## src/pmicis_regs.vh

```
/*
 * register offsets, bit positions, reset values and timing constants for the
 * latched interrupt status block. assumes a 200 MHz register clock.
 */
`ifndef PMICIS_REGS_VH
`define PMICIS_REGS_VH

// register offsets on the serial register port
`define PMICIS_ADDR_RESET 8'h18
`define PMICIS_ADDR_TOP1 8'h19
`define PMICIS_ADDR_TOP2 8'h1A
`define PMICIS_ADDR_BUCK 8'h1B
`define PMICIS_ADDR_LINREG 8'h1C
`define PMICIS_ADDR_STAT 8'h1D

// top interrupt register one
`define PMICIS_T1_PG_LOST 7
`define PMICIS_T1_LINREG 6
`define PMICIS_T1_BUCK 5
`define PMICIS_T1_SYNC 4
`define PMICIS_T1_TSD 3
`define PMICIS_T1_TWARN 2
`define PMICIS_T1_OVP 1
`define PMICIS_T1_MEAS 0
// latched (write-one-clear) bits of top register one; 6 and 5 are summaries
`define PMICIS_T1_W1C_MASK 8'h9F

// top interrupt register two
`define PMICIS_T2_RST 0
`define PMICIS_T2_W1C_MASK 8'h01

// buck and linear-regulator flag layouts, second unit upper nibble
`define PMICIS_U_PG_B 6
`define PMICIS_U_SC_B 5
`define PMICIS_U_ILIM_B 4
`define PMICIS_U_PG_A 2
`define PMICIS_U_SC_A 1
`define PMICIS_U_ILIM_A 0
`define PMICIS_U_W1C_MASK 8'h77

// software reset bit in the reset register
`define PMICIS_RST_SW 0

// live status register bit positions
`define PMICIS_ST_PG 7
`define PMICIS_ST_SYNC 4
`define PMICIS_ST_TSD 3
`define PMICIS_ST_TWARN 2
`define PMICIS_ST_OVP 1

`define PMICIS_FLAGS_RESET 8'h00

// short-circuit qualification time: 1 ms of 200 MHz cycles, sized to the counter
`define PMICIS_SC_CYCLES 18'd200000
`define PMICIS_SC_CNT_W 18

// synchronised pin vector layout
// current-limit levels have a synchroniser of their own and are not in here
`define PMICIS_SYN_W 14
`define PMICIS_P_PG 0
`define PMICIS_P_SYNC 1
`define PMICIS_P_TSD 2
`define PMICIS_P_TWARN 3
`define PMICIS_P_OVP 4
`define PMICIS_P_UV 5
`define PMICIS_P_BPG 6
`define PMICIS_P_BSC 8
`define PMICIS_P_LPG 10
`define PMICIS_P_LSC 12

`endif

```

## src/pmicis_sync2.v

```verilog
/*
 * two flip-flop synchroniser for a vector of independent levels.
 * assumes each bit is a slow level; no word coherence is implied.
 */
`timescale 1ns/1ps
module pmicis_sync2 #(
    parameter W = 16
) (
    // clock and reset
    input wire ref_clk_in,
    input wire rstn_in,
    // levels
    input wire [W-1:0] async_in,
    output wire [W-1:0] sync_out
);
    reg [W-1:0] meta_q;
    reg [W-1:0] sync_q;

    always @(posedge ref_clk_in or negedge rstn_in) begin
        if (!rstn_in) begin
            meta_q <= {W{1'b0}};
            sync_q <= {W{1'b0}};
        end else begin
            meta_q <= async_in;
            sync_q <= meta_q;
        end
    end

    assign sync_out = sync_q;
endmodule // pmicis_sync2

```

## src/pmicis_sc_timer.v

```verilog
/*
 * short-circuit qualifier: one-cycle pulse once the below-threshold level has
 * stood longer than the limit. assumes a synchronised level input.
 */
`timescale 1ns/1ps
`include "pmicis_regs.vh"
module pmicis_sc_timer #(
    parameter [`PMICIS_SC_CNT_W-1:0] LIMIT = `PMICIS_SC_CYCLES
) (
    // clock and reset
    input wire ref_clk_in,
    input wire rstn_in,
    // level and qualified event
    input wire low_in,
    output wire fire_out
);
    reg [`PMICIS_SC_CNT_W-1:0] cnt_q;
    reg fired_q;
    wire over;

    // more than the limit: fire in the same cycle the count equals it
    assign over = (cnt_q == LIMIT);

    always @(posedge ref_clk_in or negedge rstn_in) begin
        if (!rstn_in) begin
            cnt_q <= {`PMICIS_SC_CNT_W{1'b0}};
            fired_q <= 1'b0;
        end else if (!low_in) begin
            cnt_q <= {`PMICIS_SC_CNT_W{1'b0}};
            fired_q <= 1'b0;
        end else begin
            // saturate so one long fault gives one event only
            if (!over) begin
                cnt_q <= cnt_q + 1'b1;
            end
            if (over) begin
                fired_q <= 1'b1;
            end
        end
    end

    assign fire_out = low_in && over && !fired_q;
endmodule // pmicis_sc_timer

```

## src/pmicis_top.v

```verilog
/*
 * latched interrupt status registers of the power management device: top
 * flags, reset flag, per-buck and per-linear-regulator flags, live status and
 * the software reset bit. assumes the serial interface slave presents register
 * accesses on ref_clk_in; analog comparator levels are asynchronous pins.
 */
`timescale 1ns/1ps
`include "pmicis_regs.vh"
module pmicis_top #(
    parameter [`PMICIS_SC_CNT_W-1:0] SC_CYCLES = `PMICIS_SC_CYCLES
) (
    // clock and reset
    input wire ref_clk_in,
    input wire rstn_in,
    // register port from the serial interface
    input wire [7:0] reg_addr_in,
    input wire reg_wr_in,
    input wire [7:0] reg_wdata_in,
    input wire reg_rd_in,
    output wire [7:0] reg_rdata_out,
    // monitored pins, asynchronous levels
    input wire power_ok_output_in,
    input wire sync_clk_present_in,
    input wire thermal_shutdown_in,
    input wire thermal_warning_in,
    input wire input_overvoltage_in,
    input wire analog_supply_low_in,
    input wire [1:0] buck_pg_invalid_in,
    input wire [1:0] buck_short_in,
    input wire [1:0] buck_ilim_in,
    input wire [1:0] linreg_pg_invalid_in,
    input wire [1:0] linreg_short_in,
    input wire [1:0] linreg_ilim_in,
    // on-clock event from the current measurement logic
    input wire current_measure_done_in,
    // regulator enables: bits 1:0 bucks, 3:2 linear regulators
    input wire [3:0] reg_enable_req_in,
    output wire [3:0] reg_enable_out,
    // general-purpose outputs
    input wire general_output_a_in,
    input wire general_output_b_in,
    output wire general_output_a_out,
    output wire general_output_b_out,
    // reset side effects and summary
    output wire software_reset_out,
    output wire linreg_summary_flag_out
);
    localparam [7:0] ZERO8 = 8'h00;

    // write-one-clear with set priority
    function [7:0] w1c;
        input [7:0] cur;
        input [7:0] clr;
        input [7:0] set;
        input [7:0] mask;
        begin
            w1c = ((cur & ~clr) | set) & mask;
        end
    endfunction

    // write strobe decode for one register
    function [7:0] wclr;
        input wr;
        input [7:0] addr;
        input [7:0] target;
        input [7:0] data;
        begin
            if (wr && (addr == target)) begin
                wclr = data;
            end else begin
                wclr = ZERO8;
            end
        end
    endfunction

    wire [`PMICIS_SYN_W-1:0] pins_raw;
    wire [`PMICIS_SYN_W-1:0] pins_s;
    reg [`PMICIS_SYN_W-1:0] prev_q;
    wire [`PMICIS_SYN_W-1:0] rise;
    wire [`PMICIS_SYN_W-1:0] fall;
    wire [1:0] buck_sc_fire;
    wire [1:0] linreg_sc_fire;

    reg [7:0] top1_q;
    reg [7:0] top1_d;
    reg [7:0] top2_q;
    reg [7:0] top2_d;
    reg [7:0] buck_q;
    reg [7:0] buck_d;
    reg [7:0] linreg_q;
    reg [7:0] linreg_d;
    reg [7:0] rdata_q;
    reg [7:0] rdata_d;
    reg [3:0] en_q;
    reg [3:0] en_d;
    reg [3:0] req_prev_q;
    reg gpo_a_q;
    reg gpo_b_q;
    reg force_low_q;
    reg force_low_d;
    reg swrst_q;

    reg [7:0] top1_set;
    reg [7:0] buck_set;
    reg [7:0] linreg_set;
    wire software_reset_request_req;
    wire restart;
    wire trip;
    wire tsd_block;
    wire [7:0] top1_view;
    wire [7:0] stat_view;

    assign pins_raw = {
        linreg_short_in,
        linreg_pg_invalid_in,
        buck_short_in,
        buck_pg_invalid_in,
        analog_supply_low_in,
        input_overvoltage_in,
        thermal_warning_in,
        thermal_shutdown_in,
        sync_clk_present_in,
        power_ok_output_in
    };

    pmicis_sync2 #(
        .W(`PMICIS_SYN_W)
    ) u_sync (
        .ref_clk_in(ref_clk_in),
        .rstn_in(rstn_in),
        .async_in(pins_raw),
        .sync_out(pins_s)
    );

    // current limit levels are sampled straight into flags, so sync them too
    wire [3:0] ilim_s;
    pmicis_sync2 #(
        .W(4)
    ) u_sync_ilim (
        .ref_clk_in(ref_clk_in),
        .rstn_in(rstn_in),
        .async_in({linreg_ilim_in, buck_ilim_in}),
        .sync_out(ilim_s)
    );

    genvar gi;
    generate
        for (gi = 0; gi < 2; gi = gi + 1) begin : g_sc
            pmicis_sc_timer #(
                .LIMIT(SC_CYCLES)
            ) u_buck_sc (
                .ref_clk_in(ref_clk_in),
                .rstn_in(rstn_in),
                .low_in(pins_s[`PMICIS_P_BSC + gi]),
                .fire_out(buck_sc_fire[gi])
            );
            pmicis_sc_timer #(
                .LIMIT(SC_CYCLES)
            ) u_linreg_sc (
                .ref_clk_in(ref_clk_in),
                .rstn_in(rstn_in),
                .low_in(pins_s[`PMICIS_P_LSC + gi]),
                .fire_out(linreg_sc_fire[gi])
            );
        end
    endgenerate

    // edge detection works on the second synchroniser stage only
    assign rise = pins_s & ~prev_q;
    assign fall = ~pins_s & prev_q;

    assign software_reset_request_req = reg_wr_in && (reg_addr_in == `PMICIS_ADDR_RESET)
        && reg_wdata_in[`PMICIS_RST_SW];
    assign restart = rise[`PMICIS_P_UV] || software_reset_request_req;
    assign trip = rise[`PMICIS_P_TSD] || rise[`PMICIS_P_OVP];
    assign tsd_block = top1_q[`PMICIS_T1_TSD];

    // event sources per register
    always @* begin
        top1_set = ZERO8;
        top1_set[`PMICIS_T1_PG_LOST] = fall[`PMICIS_P_PG];
        top1_set[`PMICIS_T1_SYNC] = rise[`PMICIS_P_SYNC] | fall[`PMICIS_P_SYNC];
        top1_set[`PMICIS_T1_TSD] = rise[`PMICIS_P_TSD];
        top1_set[`PMICIS_T1_TWARN] = rise[`PMICIS_P_TWARN];
        top1_set[`PMICIS_T1_OVP] = rise[`PMICIS_P_OVP];
        top1_set[`PMICIS_T1_MEAS] = current_measure_done_in;

        buck_set = ZERO8;
        buck_set[`PMICIS_U_PG_B] = rise[`PMICIS_P_BPG + 1];
        buck_set[`PMICIS_U_PG_A] = rise[`PMICIS_P_BPG];
        buck_set[`PMICIS_U_SC_B] = buck_sc_fire[1];
        buck_set[`PMICIS_U_SC_A] = buck_sc_fire[0];
        buck_set[`PMICIS_U_ILIM_B] = ilim_s[1];
        buck_set[`PMICIS_U_ILIM_A] = ilim_s[0];

        linreg_set = ZERO8;
        linreg_set[`PMICIS_U_PG_B] = rise[`PMICIS_P_LPG + 1];
        linreg_set[`PMICIS_U_PG_A] = rise[`PMICIS_P_LPG];
        linreg_set[`PMICIS_U_SC_B] = linreg_sc_fire[1];
        linreg_set[`PMICIS_U_SC_A] = linreg_sc_fire[0];
        linreg_set[`PMICIS_U_ILIM_B] = ilim_s[3];
        linreg_set[`PMICIS_U_ILIM_A] = ilim_s[2];
    end

    // flag next values: set beats clear, restart returns defaults
    always @* begin
        top1_d = w1c(top1_q, wclr(reg_wr_in, reg_addr_in, `PMICIS_ADDR_TOP1, reg_wdata_in),
            top1_set, `PMICIS_T1_W1C_MASK);
        buck_d = w1c(buck_q, wclr(reg_wr_in, reg_addr_in, `PMICIS_ADDR_BUCK, reg_wdata_in),
            buck_set, `PMICIS_U_W1C_MASK);
        linreg_d = w1c(linreg_q, wclr(reg_wr_in, reg_addr_in, `PMICIS_ADDR_LINREG, reg_wdata_in),
            linreg_set, `PMICIS_U_W1C_MASK);
        top2_d = w1c(top2_q, wclr(reg_wr_in, reg_addr_in, `PMICIS_ADDR_TOP2, reg_wdata_in),
            ZERO8, `PMICIS_T2_W1C_MASK);
        if (restart) begin
            // register defaults come back; only the reset flag is set
            top1_d = `PMICIS_FLAGS_RESET;
            buck_d = `PMICIS_FLAGS_RESET;
            linreg_d = `PMICIS_FLAGS_RESET;
            top2_d = `PMICIS_FLAGS_RESET;
            top2_d[`PMICIS_T2_RST] = 1'b1;
        end
    end

    // regulator enables: dropped by a trip or restart, refused under shutdown
    always @* begin
        en_d = en_q & reg_enable_req_in;
        if (!tsd_block) begin
            en_d = en_d | (reg_enable_req_in & ~req_prev_q);
        end
        if (trip || restart || top1_set[`PMICIS_T1_TSD]) begin
            en_d = 4'h0;
        end
    end

    // outputs held low after a trip until both trip flags are cleared
    always @* begin
        force_low_d = force_low_q;
        if (!top1_d[`PMICIS_T1_TSD] && !top1_d[`PMICIS_T1_OVP]) begin
            force_low_d = 1'b0;
        end
        if (trip) begin
            force_low_d = 1'b1;
        end
        if (restart) begin
            force_low_d = 1'b0;
        end
    end

    assign top1_view = {
        top1_q[`PMICIS_T1_PG_LOST],
        |linreg_q,
        |buck_q,
        top1_q[`PMICIS_T1_SYNC:0]
    };

    assign stat_view = {
        pins_s[`PMICIS_P_PG],
        2'b00,
        ~pins_s[`PMICIS_P_SYNC],
        pins_s[`PMICIS_P_TSD],
        pins_s[`PMICIS_P_TWARN],
        pins_s[`PMICIS_P_OVP],
        1'b0
    };

    // read data, registered on the read strobe; unmapped reads give zero
    always @* begin
        rdata_d = rdata_q;
        if (reg_rd_in) begin
            if (reg_addr_in == `PMICIS_ADDR_TOP1) begin
                rdata_d = top1_view;
            end else if (reg_addr_in == `PMICIS_ADDR_TOP2) begin
                rdata_d = top2_q;
            end else if (reg_addr_in == `PMICIS_ADDR_BUCK) begin
                rdata_d = buck_q;
            end else if (reg_addr_in == `PMICIS_ADDR_LINREG) begin
                rdata_d = linreg_q;
            end else if (reg_addr_in == `PMICIS_ADDR_STAT) begin
                rdata_d = stat_view;
            end else begin
                // the reset bit self clears, so the reset register reads zero
                rdata_d = ZERO8;
            end
        end
    end

    always @(posedge ref_clk_in or negedge rstn_in) begin
        if (!rstn_in) begin
            prev_q <= {`PMICIS_SYN_W{1'b0}};
            top1_q <= `PMICIS_FLAGS_RESET;
            top2_q <= `PMICIS_FLAGS_RESET;
            buck_q <= `PMICIS_FLAGS_RESET;
            linreg_q <= `PMICIS_FLAGS_RESET;
            rdata_q <= ZERO8;
            en_q <= 4'h0;
            req_prev_q <= 4'h0;
            gpo_a_q <= 1'b0;
            gpo_b_q <= 1'b0;
            force_low_q <= 1'b0;
            swrst_q <= 1'b0;
        end else begin
            prev_q <= pins_s;
            top1_q <= top1_d;
            top2_q <= top2_d;
            buck_q <= buck_d;
            linreg_q <= linreg_d;
            rdata_q <= rdata_d;
            en_q <= en_d;
            // a refused request must be raised again once the flag clears
            req_prev_q <= reg_enable_req_in;
            force_low_q <= force_low_d;
            gpo_a_q <= general_output_a_in & ~force_low_d;
            gpo_b_q <= general_output_b_in & ~force_low_d;
            swrst_q <= software_reset_request_req;
        end
    end

    assign reg_rdata_out = rdata_q;
    assign reg_enable_out = en_q;
    assign general_output_a_out = gpo_a_q;
    assign general_output_b_out = gpo_b_q;
    assign software_reset_out = swrst_q;
    assign linreg_summary_flag_out = |linreg_q;
endmodule // pmicis_top

```

## config.mk

```make
export PLATFORM = sky130hd
export DESIGN_NAME = pmicis_top
export DESIGN_NICKNAME = d
export VERILOG_FILES = /design/src/pmicis_sync2.v /design/src/pmicis_sc_timer.v /design/src/pmicis_top.v
export VERILOG_INCLUDE_DIRS = /design/src
export SDC_FILE = /design/constraint.sdc
export NUM_CORES = 1
export LEC_CHECK = 0
export ABC_AREA = 1
export BUFFER_PORTS_ARGS = -buffer_cell sky130_fd_sc_hd__buf_2
export CAP_MARGIN = 40
export CELL_PAD_IN_SITES_DETAIL_PLACEMENT = 0
export CELL_PAD_IN_SITES_GLOBAL_PLACEMENT = 1
export CORE_MARGIN = 10
export CORE_UTILIZATION = 45
export DETAILED_ROUTE_END_ITERATION = 10
export GPL_ROUTABILITY_DRIVEN = 0
export GPL_TIMING_DRIVEN = 1
export PLACE_DENSITY_LB_ADDON = 0.1
export REMOVE_ABC_BUFFERS = 1
export SLEW_MARGIN = 0
export SYNTH_ARGS = -nofsm -noshare
export SYNTH_HDL_FRONTEND = slang
export SYNTH_HIERARCHICAL = 1
export SYNTH_SLANG_ARGS = --single-unit
```

## constraint.sdc

```tcl
create_clock -name ref_clk_in -period 1.7 [get_ports ref_clk_in]
set_input_delay 0.085 -clock ref_clk_in [delete_from_list [all_inputs] [get_ports ref_clk_in]]
set_output_delay 0.085 -clock ref_clk_in [all_outputs]
set_load 0.01 [all_outputs]
```

==> results.cfg <==
[outcome]
outcome = completed

[timing]
rsz0062_at_grt = false
slew_violations = 0
setup_ws_ns = 0.184
skew_ns = 0.0134
min_period_ns = 1.52
slew_headroom_pct = 67.9
fmax_mhz = 660
hold_violations = 0
setup_viol = 0
period_share_pct = 89.2
tightest_slew_ns = 0.481
fin_tns_setup_ns = 0

[worst_setup_path]
arrival_ns = 1.43
rrSetupSlack_ns = 0.24
worstPathRequired_ns = 1.62
critical-path-max-stage-delay_ns = 0.39
critPathSlowestCell = dfrtp_1
rr_endpoint = linreg_q[1]
worstPathCellList = nor4_1, nand3_1, buf_2
start_kind = flop
r2r-start = g_sc[0].u_linreg_sc/cnt_q[0]
endpoint_kind = primary output
critPathKind = flop to primary output
critPathMaxFanout = 3
rr_worst_depth = 8

[logic_synthesis]
synthMuxAreaShare_pct = 0
ys_seq_elements = 161
syn_area_per_cell_um2 = 8.12
yosysTopAreaCell = dfrtp_1
synth_fa_ha_area_share_pct = 1.27
synth_top_area_share_pct = 51.1
seq_area_frac_synth_pct = 51.1
synth_top_family_by_area = simple AND/OR/NAND/NOR gates
synth.distinct_cells = 35
netlist_area_mm2 = 0.00789
synth_compound_area_share_pct = 7.15
yosys_warnings = 6
synthXorXnorAreaFrac_pct = 1.89
synthTopCellsByArea = dfrtp_1 (51%), nand2_1 (9.2%), nor2_1 (8.2%)
syn_inst = 971
yosys.area_share.simple_pct = 31.4

[route]
wl_per_cell_um = 13.6
drt_drc_violations_left = 0
vias_per_cell = 4.80
vias = 6369
postRouteWirelength_um = 18000
drtAntennaViolNets = 0
dr.pass1.iters = 5
drt_iter0_drc = 337

[clocking]
numCtsBuffers = 17
cts_resized = 0
htree_levels = 4
clk_latency_ns = 0.43
clkTransAtPathRegs_ns = 0.06
cts_sinks = 161
cts_root_buffer = clkbuf_16
clock_path_buffers = 2
cts_tree = built

[global_route]
antenna_found_initial = 0
grt_max_degree = 46
grtUsageTotal_pct = 15.8
overflow = 0
grt_pass1_vias = 6218
grt_pass1_wl_um = 30800

[finish]
n_antenna_cell = 0
nets = 1143
drive_gt1_share_pct = 16.4
finalNonFillerCells = 1327
final_cell_mix = nand2_1 (194), nor2_1 (173), dfrtp_1 (161)
fill_cells = 1603
final_cell_area_mm2 = 0.00943
area_growth_pct = 19.6
layout_commonest_cell = nand2_1

[placed_design]
pre_cts_ws_ns = 0.252
hpwl_um = 13400
port_buffers = 60
dp_cells = 1267
place_area_mm2 = 0.00859

[floorplanning]
io_pins = 61
initial_core_util_pct = 45.8
row_count = 48
die_area_mm2 = 0.0232
dieHeight_um = 152
die_w_um = 152
coreArea_mm2 = 0.0172

[pwr]
p_leak_uw = 0.00441
p_per_area_mw_per_mm2 = 873
vdd_drop_max_v = 0.000821

[hold_path]
hold_start = reg_rd_in
hold_path_class = input port to flop
min_to = reg_rdata_out[1]
whs_path_depth = 3

[flow_run]
maxCapViolCount = 0
==> worst max-delay path: cells and delay by family (launching register included) <==
kind	cells	cell delay, ns
buffers and inverters	1	0.18
DFF	1	0.39
and+or+nand+nor	2	0.44
==> worst max-delay path by stage <==
stage,start,end,slack (ns),depth (start not counted)
floorplan,g_sc[0].u_buck_sc/cnt_q[0],buck_q[1],0.40,8
global placement,g_sc[0].u_linreg_sc/cnt_q[0],linreg_q[1],0.26,8
detailed placement,g_sc[0].u_linreg_sc/cnt_q[0],linreg_q[1],0.25,8
CTS,linreg_q[4],linreg_summary_flag_out,0.18,3
global route,linreg_q[2],linreg_summary_flag_out,0.03,3
finish,linreg_q[4],linreg_summary_flag_out,0.18,3
==> power breakdown <==
part	switching, uW	internal (uW)	total (uW)
sequential	102	3970	4070
combinational	322	227	549
clock	1630	1970	3610
total	2060	6170	8230
==> flip-flops by register name, summed over array words and instances (netlist names), 2 cells and up <==
register / flops
prev_q: 10
g_sc.u_linreg_sc/cnt_q: 36
u_sync/sync_out: 14
buck_q: 6
g_sc.u_buck_sc/fired_q: 2
reg_rdata_out: 8
g_sc.u_buck_sc/cnt_q: 36
reg_enable_out: 4
g_sc.u_linreg_sc/fired_q: 2
linreg_q: 6
u_sync_ilim/meta_q: 4
top1_q: 6
u_sync_ilim/sync_out: 4
u_sync/meta_q: 14
req_prev_q: 4
==> area by class of cell <==
class,instances,area (um2),share of cell area (%)
sequential,161,4030,42.7
tap,225,282,2.98
clock buffer,19,453,4.80
clock inverter,12,98.8,1.05
multi-input combinational,671,3290,34.9
inverter,132,495,5.25
timing repair buffer,107,782,8.29
==> stage by stage <==
stage | hold slack [ns] | util, % | total power, uW
2_1_floorplan | -0.211 | - | 4350
3_3_place_gp | 0.0592 | 49.8 | 4650
3_5_place_dp | 0.0614 | 49.8 | 4660
4_1_cts | 0.0119 | 54.7 | 8350
5_1_grt | 0.0407 | 54.7 | 8620
6_report | 0.0262 | 54.7 | 8230
==> cells by family after synthesis <==
logic type | count (synthesis)
simple gates | 539
buf+inv | 139
compound gates | 107
flops | 161
xor+xnor | 17
fa+ha+maj | 8
==> routing by layer <==
metal | vias up | GRT usage, % | wire length, um
met5 | - | 0 | 0
met4 | 0 | 4.26 | 227
met3 | 22 | 3.92 | 581
met2 | 79 | 25.3 | 8410
met1 | 2944 | 20.9 | 8780
li1 | 3324 | - | -
==> synthesized netlist by cell type <==
cell / instances
a21oi_1: 44
nand4_1: 26
a31oi_1: 5
clkbuf_8: 4
or2_2: 1
o22ai_1: 1
nand3_1: 76
nand2_1: 194
nor4_1: 2
nand2_2: 30
nor2_4: 14
a41oi_1: 1
inv_1: 116
nor2_1: 173
a211oi_1: 1
buf_2: 1
o21ai_0: 44
o211ai_1: 1
nand2_4: 5
xnor2_1: 1
o21bai_1: 5
xor2_1: 16
nor3_4: 1
nor2_2: 7
dfrtp_1: 161
clkinv_1: 5
nor3_2: 3
nor3b_1: 1
buf_4: 1
clkbuf_1: 1
o21ai_1: 5
nand3b_1: 4
nor3_1: 2
ha_1: 8
inv_2: 11
==> repair_timing <==
action                    4_1_cts  5_1_grt
buffers inserted                0        0
hold endpoints to repair      167        0
hold buffers                   29        0
Note: power is estimated with default switching activity, not from simulation.
